==> src/logic/pxled_pkg.sv <==
// Package of constants and types for the indicator and address strap block
package pxled_pkg;

	// ------------------------------------------------------------
	// Clock and timing
	// ------------------------------------------------------------
	localparam int CLK_PERIOD_NS       = 10;
	// Visible on-time that an activity indication is held for
	localparam int STRETCH_TIME_NS     = 50_000_000;
	// Least time rounds up to whole cycles
	localparam int STRETCH_CYCLES      = (STRETCH_TIME_NS + CLK_PERIOD_NS - 1) / CLK_PERIOD_NS;
	// Pins are sensed for this many cycles after reset before the capture
	localparam int STRAP_SETTLE_CYCLES = 4;

	// ------------------------------------------------------------
	// Bus geometry and register indices (byte address is four times the index)
	// ------------------------------------------------------------
	localparam int         ADDR_W         = 8;
	localparam int         DATA_W         = 32;
	localparam logic [5:0] IDX_BASIC_CTRL = 6'h00;
	localparam logic [5:0] IDX_PCS_CFG    = 6'h17;
	localparam logic [5:0] IDX_STRAP_ADDR = 6'h19;

	// ------------------------------------------------------------
	// Field positions
	// ------------------------------------------------------------
	localparam int BCR_ISOLATE_BIT     = 10;
	localparam int CFG_DUPLEX_ALT_BIT  = 1;
	localparam int CFG_TX_ALT_BIT      = 2;
	localparam int ADR_DISCONNECT_BIT  = 5;
	localparam int STRAP_W             = 5;
	localparam int STRAP_INPUT_BIT     = 3;

	// ------------------------------------------------------------
	// Values after reset
	// ------------------------------------------------------------
	localparam logic               ISOLATE_RESET    = 1'b0;
	localparam logic               TX_ALT_RESET     = 1'b0;
	localparam logic               DUPLEX_ALT_RESET = 1'b0;
	localparam logic               IND_OFF          = 1'b1;
	localparam logic [STRAP_W-1:0] STRAP_ISOLATE    = 5'h00;

	// Strap sensing phase, then normal pin roles
	typedef enum logic [0:0] {
		PXLED_ST_SENSE = 1'b0,
		PXLED_ST_RUN   = 1'b1
	} pxled_state_t;

endpackage

==> src/logic/pxled_top.sv <==
// Status indicator drivers and management address strap capture
//
// The address map and the Avalon-MM register port were decided locally.
`timescale 1ns/1ns
module pxled_top #(
	parameter int STRETCH_CYCLES_P = pxled_pkg::STRETCH_CYCLES
) (
	// Clock and reset
	input  wire logic                           clock_in,
	input  wire logic                           rst_n_in,
	// Register bus (Avalon-MM slave)
	input  wire logic [pxled_pkg::ADDR_W-1:0]   address_in,
	input  wire logic                           read_in,
	input  wire logic                           write_in,
	input  wire logic [pxled_pkg::DATA_W-1:0]   writedata_in,
	input  wire logic [3:0]                     byteenable_in,
	output logic      [pxled_pkg::DATA_W-1:0]   readdata_out,
	output logic                                waitrequest_out,
	// Line status from the device core
	input  wire logic                           tx_active_in,
	input  wire logic                           carrier_sense_in,
	input  wire logic                           link_good_in,
	input  wire logic                           polarity_good_in,
	input  wire logic                           full_duplex_in,
	input  wire logic                           speed_100_in,
	input  wire logic                           collision_in,
	input  wire logic                           disconnect_in,
	input  wire logic                           loopback_enable_in,
	input  wire logic                           encode_select_in,
	input  wire logic                           rx_error_in,
	// Indicator pins, active low
	output logic                                tx_activity_indicator_n_out,
	output logic                                rx_activity_indicator_n_out,
	output logic                                link_good_indicator_n_out,
	output logic                                polarity_duplex_indicator_n_out,
	output logic                                collision_indicator_n_out,
	// Strap pins, sensed levels
	input  wire logic [pxled_pkg::STRAP_W-1:0]  strap_pin_in,
	// Dual-role strap pins, driven side
	output logic                                loopback_enable_out,
	output logic                                loopback_enable_oe_out,
	output logic                                encode_select_out,
	output logic                                encode_select_oe_out,
	output logic                                carrier_sense_out,
	output logic                                carrier_sense_oe_out,
	output logic                                rx_error_out,
	output logic                                rx_error_oe_out,
	// Address and isolation state
	output logic      [pxled_pkg::STRAP_W-1:0]  strap_address_out,
	output logic                                isolate_out
);
	import pxled_pkg::*;

	localparam int SETTLE_W = $clog2(STRAP_SETTLE_CYCLES);

	// ------------------------------------------------------------
	// Parameter checks
	// ------------------------------------------------------------
	generate
		if (STRETCH_CYCLES_P < 1) begin : g_bad_stretch
			$error("pxled_top: STRETCH_CYCLES_P must be at least 1");
		end
		if (ADDR_W != 8 || DATA_W != 32) begin : g_bad_bus
			$error("pxled_top: bus geometry must stay at 8 address and 32 data bits");
		end
	endgenerate

	// ------------------------------------------------------------
	// Register decode
	// ------------------------------------------------------------

	// Word index match on a byte address; the low two bits are lane offsets
	function automatic logic reg_hit(input logic [ADDR_W-1:0] addr, input logic [5:0] idx);
		return addr[ADDR_W-1:2] == idx;
	endfunction

	logic              ack_reg;
	logic              ack_next;
	logic [DATA_W-1:0] rd_word;
	logic [DATA_W-1:0] bcr_word;
	logic [DATA_W-1:0] cfg_word;
	logic [DATA_W-1:0] adr_word;
	logic              isolate_reg;
	logic              tx_alt_reg;
	logic              dup_alt_reg;
	logic              disconnect_flag_reg;
	logic [STRAP_W-1:0] strap_addr_reg;

	// Every access waits exactly one cycle, reads and writes alike
	wire bus_req  = read_in | write_in;
	wire wr_take  = write_in & ack_reg;
	wire rd_load  = read_in & ~ack_reg;
	wire hit_bcr  = reg_hit(address_in, IDX_BASIC_CTRL);
	wire hit_cfg  = reg_hit(address_in, IDX_PCS_CFG);
	wire hit_adr  = reg_hit(address_in, IDX_STRAP_ADDR);
	wire lane_bcr = byteenable_in[BCR_ISOLATE_BIT / 8];
	wire lane_cfg = byteenable_in[0];

	assign ack_next        = bus_req & ~ack_reg;
	assign waitrequest_out = bus_req & ~ack_reg;

	// Read words; bits not named here read as zero
	always_comb begin
		bcr_word                     = '0;
		bcr_word[BCR_ISOLATE_BIT]    = isolate_reg;
		cfg_word                     = '0;
		cfg_word[CFG_TX_ALT_BIT]     = tx_alt_reg;
		cfg_word[CFG_DUPLEX_ALT_BIT] = dup_alt_reg;
		adr_word                     = '0;
		adr_word[STRAP_W-1:0]        = strap_addr_reg;
		adr_word[ADR_DISCONNECT_BIT] = disconnect_flag_reg;
	end

	// Unmapped addresses read as zero and ignore writes
	assign rd_word = hit_bcr ? bcr_word :
		(hit_cfg ? cfg_word :
		(hit_adr ? adr_word : '0));

	// ------------------------------------------------------------
	// Register bus slave
	// ------------------------------------------------------------
	// Acknowledge and read data; data stands until the next read
	always_ff @(posedge clock_in) begin
		if (!rst_n_in) begin
			ack_reg      <= 1'b0;
			readdata_out <= '0;
		end else begin
			ack_reg <= ack_next;
			if (rd_load) begin
				readdata_out <= rd_word;
			end
		end
	end

	// Software control bits, written only on the accepting edge
	always_ff @(posedge clock_in) begin
		if (!rst_n_in) begin
			isolate_reg <= ISOLATE_RESET;
			tx_alt_reg  <= TX_ALT_RESET;
			dup_alt_reg <= DUPLEX_ALT_RESET;
		end else if (wr_take) begin
			if (hit_bcr && lane_bcr) begin
				isolate_reg <= writedata_in[BCR_ISOLATE_BIT];
			end
			if (hit_cfg && lane_cfg) begin
				tx_alt_reg  <= writedata_in[CFG_TX_ALT_BIT];
				dup_alt_reg <= writedata_in[CFG_DUPLEX_ALT_BIT];
			end
		end
	end

	// Disconnect state follows the core; it is status, not writable
	always_ff @(posedge clock_in) begin
		if (!rst_n_in) begin
			disconnect_flag_reg <= 1'b0;
		end else begin
			disconnect_flag_reg <= disconnect_in;
		end
	end

	// ------------------------------------------------------------
	// Strap sensing and capture
	// ------------------------------------------------------------
	logic [STRAP_W-1:0] pin_meta_reg;
	logic [STRAP_W-1:0] pin_sync_reg;
	pxled_state_t       state_reg;
	pxled_state_t       state_next;
	logic [SETTLE_W-1:0] settle_reg;

	// Pin levels are asynchronous; two flops before anything looks at them
	always_ff @(posedge clock_in) begin
		if (!rst_n_in) begin
			pin_meta_reg <= '0;
			pin_sync_reg <= '0;
		end else begin
			pin_meta_reg <= strap_pin_in;
			pin_sync_reg <= pin_meta_reg;
		end
	end

	// Capture after the sync chain has flushed the zeros that reset loaded into it
	wire settle_done = (settle_reg == SETTLE_W'(STRAP_SETTLE_CYCLES - 1));

	always_comb begin
		case (state_reg)
			PXLED_ST_SENSE: state_next = settle_done ? PXLED_ST_RUN : PXLED_ST_SENSE;
			PXLED_ST_RUN:   state_next = PXLED_ST_RUN;
			default:        state_next = PXLED_ST_SENSE;
		endcase
	end

	// Reset restarts the sensing phase; pins stay released until capture
	always_ff @(posedge clock_in) begin
		if (!rst_n_in) begin
			state_reg      <= PXLED_ST_SENSE;
			settle_reg     <= '0;
			strap_addr_reg <= STRAP_ISOLATE;
		end else begin
			state_reg <= state_next;
			if (state_reg == PXLED_ST_SENSE) begin
				settle_reg <= settle_reg + 1'b1;
			end
			if (state_reg == PXLED_ST_SENSE && settle_done) begin
				strap_addr_reg <= pin_sync_reg;
			end
		end
	end

	// Address zero isolates; before capture the address also reads zero
	wire addr_zero = (strap_addr_reg == STRAP_ISOLATE);
	wire pins_run  = (state_reg == PXLED_ST_RUN);

	always_ff @(posedge clock_in) begin
		if (!rst_n_in) begin
			isolate_out       <= 1'b1;
			strap_address_out <= STRAP_ISOLATE;
		end else begin
			isolate_out       <= isolate_reg | addr_zero;
			strap_address_out <= strap_addr_reg;
		end
	end

	// ------------------------------------------------------------
	// Dual-role pins
	// ------------------------------------------------------------

	// Bit three is input only; the board straps it we never drive it
	assign loopback_enable_oe_out = pins_run;
	assign encode_select_oe_out   = pins_run;
	assign carrier_sense_oe_out   = pins_run;
	assign rx_error_oe_out        = pins_run;

	// Normal output values registered so the pins never glitch
	always_ff @(posedge clock_in) begin
		if (!rst_n_in) begin
			loopback_enable_out <= 1'b0;
			encode_select_out   <= 1'b0;
			carrier_sense_out   <= 1'b0;
			rx_error_out        <= 1'b0;
		end else begin
			loopback_enable_out <= loopback_enable_in;
			encode_select_out   <= encode_select_in;
			carrier_sense_out   <= carrier_sense_in;
			rx_error_out        <= rx_error_in;
		end
	end

	// ------------------------------------------------------------
	// Activity stretch
	// ------------------------------------------------------------
	logic tx_stretched;
	logic rx_stretched;

	pxled_stretch #(
		.HOLD_CYCLES (STRETCH_CYCLES_P)
	) u_tx_stretch (
		.clock_in   (clock_in),
		.rst_n_in   (rst_n_in),
		.act_in     (tx_active_in),
		.active_out (tx_stretched)
	);

	pxled_stretch #(
		.HOLD_CYCLES (STRETCH_CYCLES_P)
	) u_rx_stretch (
		.clock_in   (clock_in),
		.rst_n_in   (rst_n_in),
		.act_in     (carrier_sense_in),
		.active_out (rx_stretched)
	);

	// ------------------------------------------------------------
	// Indicator selection
	// ------------------------------------------------------------

	// Alternate transmit meaning bypasses the stretch: it is a steady state
	wire tx_src  = tx_alt_reg ? disconnect_flag_reg : tx_stretched;
	// Duplex shown at 100, or always when the alternate mode is chosen
	wire pol_src = (dup_alt_reg | speed_100_in) ? full_duplex_in : polarity_good_in;

	// Outputs are active low and off while reset holds
	always_ff @(posedge clock_in) begin
		if (!rst_n_in) begin
			tx_activity_indicator_n_out     <= IND_OFF;
			rx_activity_indicator_n_out     <= IND_OFF;
			link_good_indicator_n_out       <= IND_OFF;
			polarity_duplex_indicator_n_out <= IND_OFF;
			collision_indicator_n_out       <= IND_OFF;
		end else begin
			tx_activity_indicator_n_out     <= ~tx_src;
			rx_activity_indicator_n_out     <= ~rx_stretched;
			link_good_indicator_n_out       <= ~link_good_in;
			polarity_duplex_indicator_n_out <= ~pol_src;
			// Follows collision even in full duplex, where it means nothing
			collision_indicator_n_out       <= ~collision_in;
		end
	end

	// ------------------------------------------------------------
	// Checks
	// ------------------------------------------------------------
	chk_tx_activity_on: assert property (@(posedge clock_in) disable iff (!rst_n_in)
		($past(tx_active_in, 2) && $past(rst_n_in, 2) && $past(rst_n_in) && !$past(tx_alt_reg))
		|-> !tx_activity_indicator_n_out)
		else $error("transmit indicator off after transmit activity");

	chk_tx_alt_mode: assert property (@(posedge clock_in) disable iff (!rst_n_in)
		$past(tx_alt_reg) |-> (tx_activity_indicator_n_out == !$past(disconnect_flag_reg)))
		else $error("transmit indicator not following disconnect state");

	chk_rx_activity_on: assert property (@(posedge clock_in) disable iff (!rst_n_in)
		(rst_n_in && carrier_sense_in) ##1 !carrier_sense_in |=> !rx_activity_indicator_n_out [*2])
		else $error("receive indicator not held after carrier sense");

	chk_link_follow: assert property (@(posedge clock_in) disable iff (!rst_n_in)
		($past(link_good_in) && $past(rst_n_in)) |-> !link_good_indicator_n_out)
		else $error("link indicator off while link is good");

	chk_pol_default: assert property (@(posedge clock_in) disable iff (!rst_n_in)
		($past(rst_n_in) && !$past(dup_alt_reg) && !$past(speed_100_in))
		|-> (polarity_duplex_indicator_n_out == !$past(polarity_good_in)))
		else $error("polarity indicator wrong in 10 Mb/s default mode");

	chk_pol_duplex: assert property (@(posedge clock_in) disable iff (!rst_n_in)
		($past(rst_n_in) && ($past(dup_alt_reg) || $past(speed_100_in)))
		|-> (polarity_duplex_indicator_n_out == !$past(full_duplex_in)))
		else $error("duplex indicator not showing full duplex state");

	chk_collision_on: assert property (@(posedge clock_in) disable iff (!rst_n_in)
		(rst_n_in && collision_in) |=> !collision_indicator_n_out)
		else $error("collision indicator off during collision");

	chk_strap_capture: assert property (@(posedge clock_in) disable iff (!rst_n_in)
		(state_reg == PXLED_ST_SENSE && settle_done)
		|=> (state_reg == PXLED_ST_RUN && strap_addr_reg == $past(pin_sync_reg)))
		else $error("strap address not captured at end of sensing");

	chk_isolate_zero: assert property (@(posedge clock_in) disable iff (!rst_n_in)
		addr_zero |=> isolate_out)
		else $error("zero strap address did not isolate");

	chk_pins_released: assert property (@(posedge clock_in) disable iff (!rst_n_in)
		(state_reg == PXLED_ST_SENSE) |-> !(loopback_enable_oe_out || encode_select_oe_out
		|| carrier_sense_oe_out || rx_error_oe_out))
		else $error("strap pin driven during sensing");

	chk_settle_time: assert property (@(posedge clock_in) disable iff (!rst_n_in)
		$rose(rst_n_in) |-> (state_reg == PXLED_ST_SENSE) [*4] ##1 pins_run)
		else $error("sensing phase length wrong after reset");

	chk_reset_idle: assert property (@(posedge clock_in) disable iff (!rst_n_in)
		$rose(rst_n_in) |-> (tx_activity_indicator_n_out && rx_activity_indicator_n_out
		&& link_good_indicator_n_out && polarity_duplex_indicator_n_out
		&& collision_indicator_n_out))
		else $error("indicator lit straight after reset");

	chk_bus_answer: assert property (@(posedge clock_in) disable iff (!rst_n_in)
		(bus_req && waitrequest_out) |=> !waitrequest_out)
		else $error("bus request not answered in one cycle");

endmodule

==> src/logic/pxled_stretch.sv <==
// Monostable stretch of an activity level for a visible indicator
`timescale 1ns/1ns
module pxled_stretch #(
	parameter int HOLD_CYCLES = pxled_pkg::STRETCH_CYCLES
) (
	// Clock and reset
	input  wire logic clock_in,
	input  wire logic rst_n_in,
	// Activity level and stretched result
	input  wire logic act_in,
	output logic      active_out
);
	import pxled_pkg::*;

	localparam int CNT_W = $clog2(HOLD_CYCLES + 1);

	// ------------------------------------------------------------
	// Parameter check
	// ------------------------------------------------------------
	generate
		if (HOLD_CYCLES < 1) begin : g_bad_hold
			$error("pxled_stretch: HOLD_CYCLES must be at least 1");
		end
	endgenerate

	// ------------------------------------------------------------
	// Hold counter
	// ------------------------------------------------------------
	logic [CNT_W-1:0] cnt_reg;
	logic [CNT_W-1:0] cnt_next;
	wire              cnt_busy = (cnt_reg != '0);

	// Reload on every active cycle so a burst of short packets keeps it lit
	assign cnt_next = act_in ? CNT_W'(HOLD_CYCLES) :
		(cnt_busy ? cnt_reg - 1'b1 : cnt_reg);

	// Counter cleared and indication off while reset holds
	always_ff @(posedge clock_in) begin
		if (!rst_n_in) begin
			cnt_reg    <= '0;
			active_out <= 1'b0;
		end else begin
			cnt_reg    <= cnt_next;
			active_out <= act_in | cnt_busy;
		end
	end

	// ------------------------------------------------------------
	// Checks
	// ------------------------------------------------------------
	chk_stretch_hold: assert property (@(posedge clock_in) disable iff (!rst_n_in)
		(rst_n_in && act_in) ##1 !act_in |=> active_out [*2])
		else $error("stretch released too soon after activity");

	chk_stretch_ends: assert property (@(posedge clock_in) disable iff (!rst_n_in)
		(!act_in && !cnt_busy) |=> !active_out)
		else $error("stretch held with no activity and an empty counter");

endmodule

==> config.mk <==
export PLATFORM = sky130hd
export DESIGN_NAME = pxled_top
export DESIGN_NICKNAME = d
export VERILOG_FILES = /design/src/logic/pxled_pkg.sv /design/src/logic/pxled_top.sv /design/src/logic/pxled_stretch.sv
export SDC_FILE = /design/constraint.sdc
export NUM_CORES = 1
export LEC_CHECK = 0
export BUFFER_PORTS_ARGS = -buffer_cell sky130_fd_sc_hd__buf_2
export CAP_MARGIN = 20
export CORE_MARGIN = 3
export CORE_UTILIZATION = 30
export DETAILED_ROUTE_END_ITERATION = 8
export PLACE_DENSITY_LB_ADDON = 0.15
export REMOVE_ABC_BUFFERS = 1
export SYNTH_ARGS = -nofsm -noshare
export SYNTH_HDL_FRONTEND = slang
export SYNTH_SLANG_ARGS = --single-unit
==> constraint.sdc <==
create_clock -name clock_in -period 4.2 [get_ports clock_in]
set_input_delay 0.42 -clock clock_in [delete_from_list [all_inputs] [get_ports clock_in]]
set_output_delay 0.42 -clock clock_in [all_outputs]
set_load 0.02 [all_outputs]
==> Flow_metrics.wiki <==
{| class="wikitable"
! Metric !! Value
|-
| CP endpoint kind || flip-flop
|-
| Final standard cell count with taps included and fillers excluded || 675
|-
| Library cell used as clock root buffer || clkbuf_16
|-
| Asr flop ratio synth || 0
|-
| Post-DR vias/cell || 4.649
|-
| Total count of max-transition violations in the final report || 0
|-
| Max Clk Rate || 400.6 MHz
|-
| Insertion delay to the later sink of the worst-skew pair || 340 ps
|-
| Number of cells after detailed placement || 659
|-
| Initial Utilization || 0.3105
|-
| Synthesized instance count || 449
|-
| Average footprint of a synthesized cell || 9.302 µm²
|-
| Height of the chip || 124.0 µm
|-
| Routability Congestion || 0.7656
|-
| Post-Route Setup TNS || 0 ps
|-
| Final design utilization || 0.3549
|-
| Number of buffers on the longest clock path || 2
|-
| Flip-flop and latch area || 1862 µm²
|-
| Quantity of gates resized following cts || 0
|-
| Routed vias || 3138
|-
| CP startpoint || u_rx_stretch.cnt_reg[8]
|-
| Post-CTS setup buffer count || 0
|-
| Critical Path Max Stage Delay || 750 ps
|-
| Tcrit/Tclk final || 0.5944
|-
| Status || completed
|-
| Area inside the core boundary || 13450 µm²
|-
| Horiz. Die Dim || 124.0 µm
|-
| Number of hold-slack violations in the final timing report || 0
|-
| Half-perimeter wire length after placement || 6.091 mm
|-
| Startpoint Class || flip-flop
|-
| I/O Pins || 116
|-
| Seq cells post-synth || 93
|-
| Final period demand of the worst path || 2496 ps
|-
| Startpoint of the worst register-to-register path || u_rx_stretch.cnt_reg[8]
|-
| Crit-path slowest cell || nor4b_4
|-
| Predominant post-synthesis flop cell || dfxtp_1
|-
| Number of search-and-repair iterations in the first detailed-routing pass || 4
|-
| Wire length of the first global-routing pass || 13.91 mm
|-
| Die Area || 15370 µm²
|-
| Layout area overhead || 14.32%
|-
| Drt initial violations || 191
|-
| Maximum level of the CTS H-tree || 3
|-
| Fill cell count || 1392
|-
| Total Routed Length || 8.530 mm
|-
| TritonCTS clock tree || done
|-
| Maximum resistive drop on vdd || 0.0001895 V
|-
| Final antenna diode count || 0
|-
| Count of standard-cell rows || 42
|-
| Number of remaining DRC errors || 0
|-
| Worst max-slew margin expressed relative to the limit || 0.4157
|-
| Number of global-route vias before repair || 2927
|-
| Initial antenna violation count || 0
|-
| CP Buf/Inv Count || 0
|-
| Distinct cells, synth || 52
|-
| Overall global routing resource usage || 0.1146
|-
| Largest net degree at the start of global routing || 50
|-
| Setup Skew || 6.041 ps
|-
| Count of flip-flops with a built-in enable after synthesis || 0
|-
| Portion of the post-synthesis area used by sequential elements || 0.4458
|-
| Grt ovf || 0
|-
| Buffers on Ports || 57
|-
| Final Net Count || 563
|-
| Multi-input gate area in the final layout || 2088 µm²
|-
| Worst min-delay path category || input port to flip-flop
|-
| Overall power consumption || 2.080 mW
|-
| Cell area after synthesis || 4177 µm²
|-
| Num Clock Sinks || 93
|-
| Type of the worst setup path || flip-flop to flip-flop
|-
| Total power divided by cell area || 435.7 nW/µm²
|-
| Total CTS buffers || 9
|-
| Min-delay src || collision_in
|-
| Setup-violating endpoint count in the final report || 0
|-
| Cell family with most CP delay || simple AND/OR/NAND/NOR gates
|-
| CP cell instances || or4_4, nor4b_4, nand3_1, a211o_1, nand2_1
|-
| Average wire per standard cell || 12.64 µm
|-
| Cts hold-fix bufs || 0
|-
| Leakage power || 1.887 nW
|-
| CP Data Required Time || 4490 ps
|-
| Setup repair after global routing missed its margin || no
|-
| Worst Tran Pin Value || 872.7 ps
|-
| Clock-pin slew of the registers on the worst-case setup and hold paths || 60 ps
|-
| Data arrival time of the critical path || 2780 ps
|-
| Warning count from the yosys run || 0
|-
| Antenna Nets Post-Route || 0
|-
| Share of layout cells above drive strength 1 || 0.1743
|-
| Max-cap check violation count || 0
|-
| Maximum net fanout on the critical path || 17
|}
[path summary, 6_finish.rpt]
| check | to | slack, ps | cells past startpoint |
|---|---|---|---|
| worst max-delay path | u_rx_stretch.cnt_reg[4] | 1700 | 5 |
| worst min-delay path | collision_indicator_n_out | 240 | 2 |
| worst max register to register | u_rx_stretch.cnt_reg[4] | 1700 | 5 |
| worst min register to register | rx_activity_indicator_n_out | 370 | 1 |
[cells in the final DEF, fill, tap and decap left out, drive strengths merged, types with 3 or more instances in the layout]
cell type / n
inv: 6
o21a: 17
nand2: 20
nand2b: 6
nand3: 9
nor4: 7
a22oi: 5
o31ai: 3
xnor2: 15
o31a: 3
and3: 4
buf: 58
dfxtp: 93
a21oi: 10
nor2b: 20
nor3: 13
o21ai: 11
mux2i: 9
nand4: 11
mux2: 3
clkbuf: 12
or4: 12
and2: 24
ha: 5
conb: 25
a211oi: 5
nor2: 40
or3: 15
xor2: 13
[cells in the mapped netlist (all sizes together) (9+ instances only)]
cell	number	area share
buf	33	0.057
clkbuf	15	0.013
and2	24	0.036
o21ai	11	0.015
xor2	13	0.027
nor2b	20	0.030
nor3	13	0.016
or3	15	0.025
dfxtp	93	0.45
nand4	11	0.016
nand3	9	0.011
nor2	40	0.036
a21oi	10	0.012
xnor2	15	0.031
mux2i	9	0.022
or4	12	0.023
nand2	20	0.019
o21a	17	0.031
[per-stage QoR]
step                      hold WS (ps)  instance area, µm²  worst slack (ps)
after global routing             249.1                4775              1535
after CTS                        222.8                4775              1701
after detailed placement         352.3                4486              1716
after global placement           346.7                4486              1713
after floorplan                  343.4                3973              2007
final                            239.1                4775              1704
[layer usage]
metal / track usage / vias to the layer above / part of all wire
li1: - / 1608 / -
met1: 0.1453 / 1428 / 0.47
met2: 0.1862 / 85 / 0.44
met3: 0.01680 / 17 / 0.057
met4: 0.06502 / 0 / 0.029
met5: 0 / - / 0
[power by group]
group          internal [mW]  total, mW  switching, mW
Combinational          0.137      0.338          0.201
Sequential             0.932      0.975         0.0430
Clock                  0.436      0.767          0.332
[cells by family (layout without fill, tap and decap cells)]
logic type | after synthesis | in the layout | synth area share
other cells | 1 | 25 | 0.0008979
flops | 93 | 93 | 0.4458
mux | 12 | 12 | 0.02966
xor+xnor | 28 | 28 | 0.05872
buf+inv | 54 | 80 | 0.07579
simple gates | 191 | 191 | 0.2636
fa+ha+maj | 5 | 5 | 0.01498
compound gates | 65 | 65 | 0.1105
[final cells by class]
| type | count | share of cell area |
|---|---|---|
| clock buffers | 12 | 0.05372 |
| multi-input cells | 326 | 0.4374 |
| well taps | 176 | 0.04612 |
| inverters | 6 | 0.004717 |
| clock inverters | 4 | 0.006813 |
| flip-flops and latches | 93 | 0.3899 |
| repair buffers | 58 | 0.06132 |
Note: power is estimated with default switching activity, not from simulation.
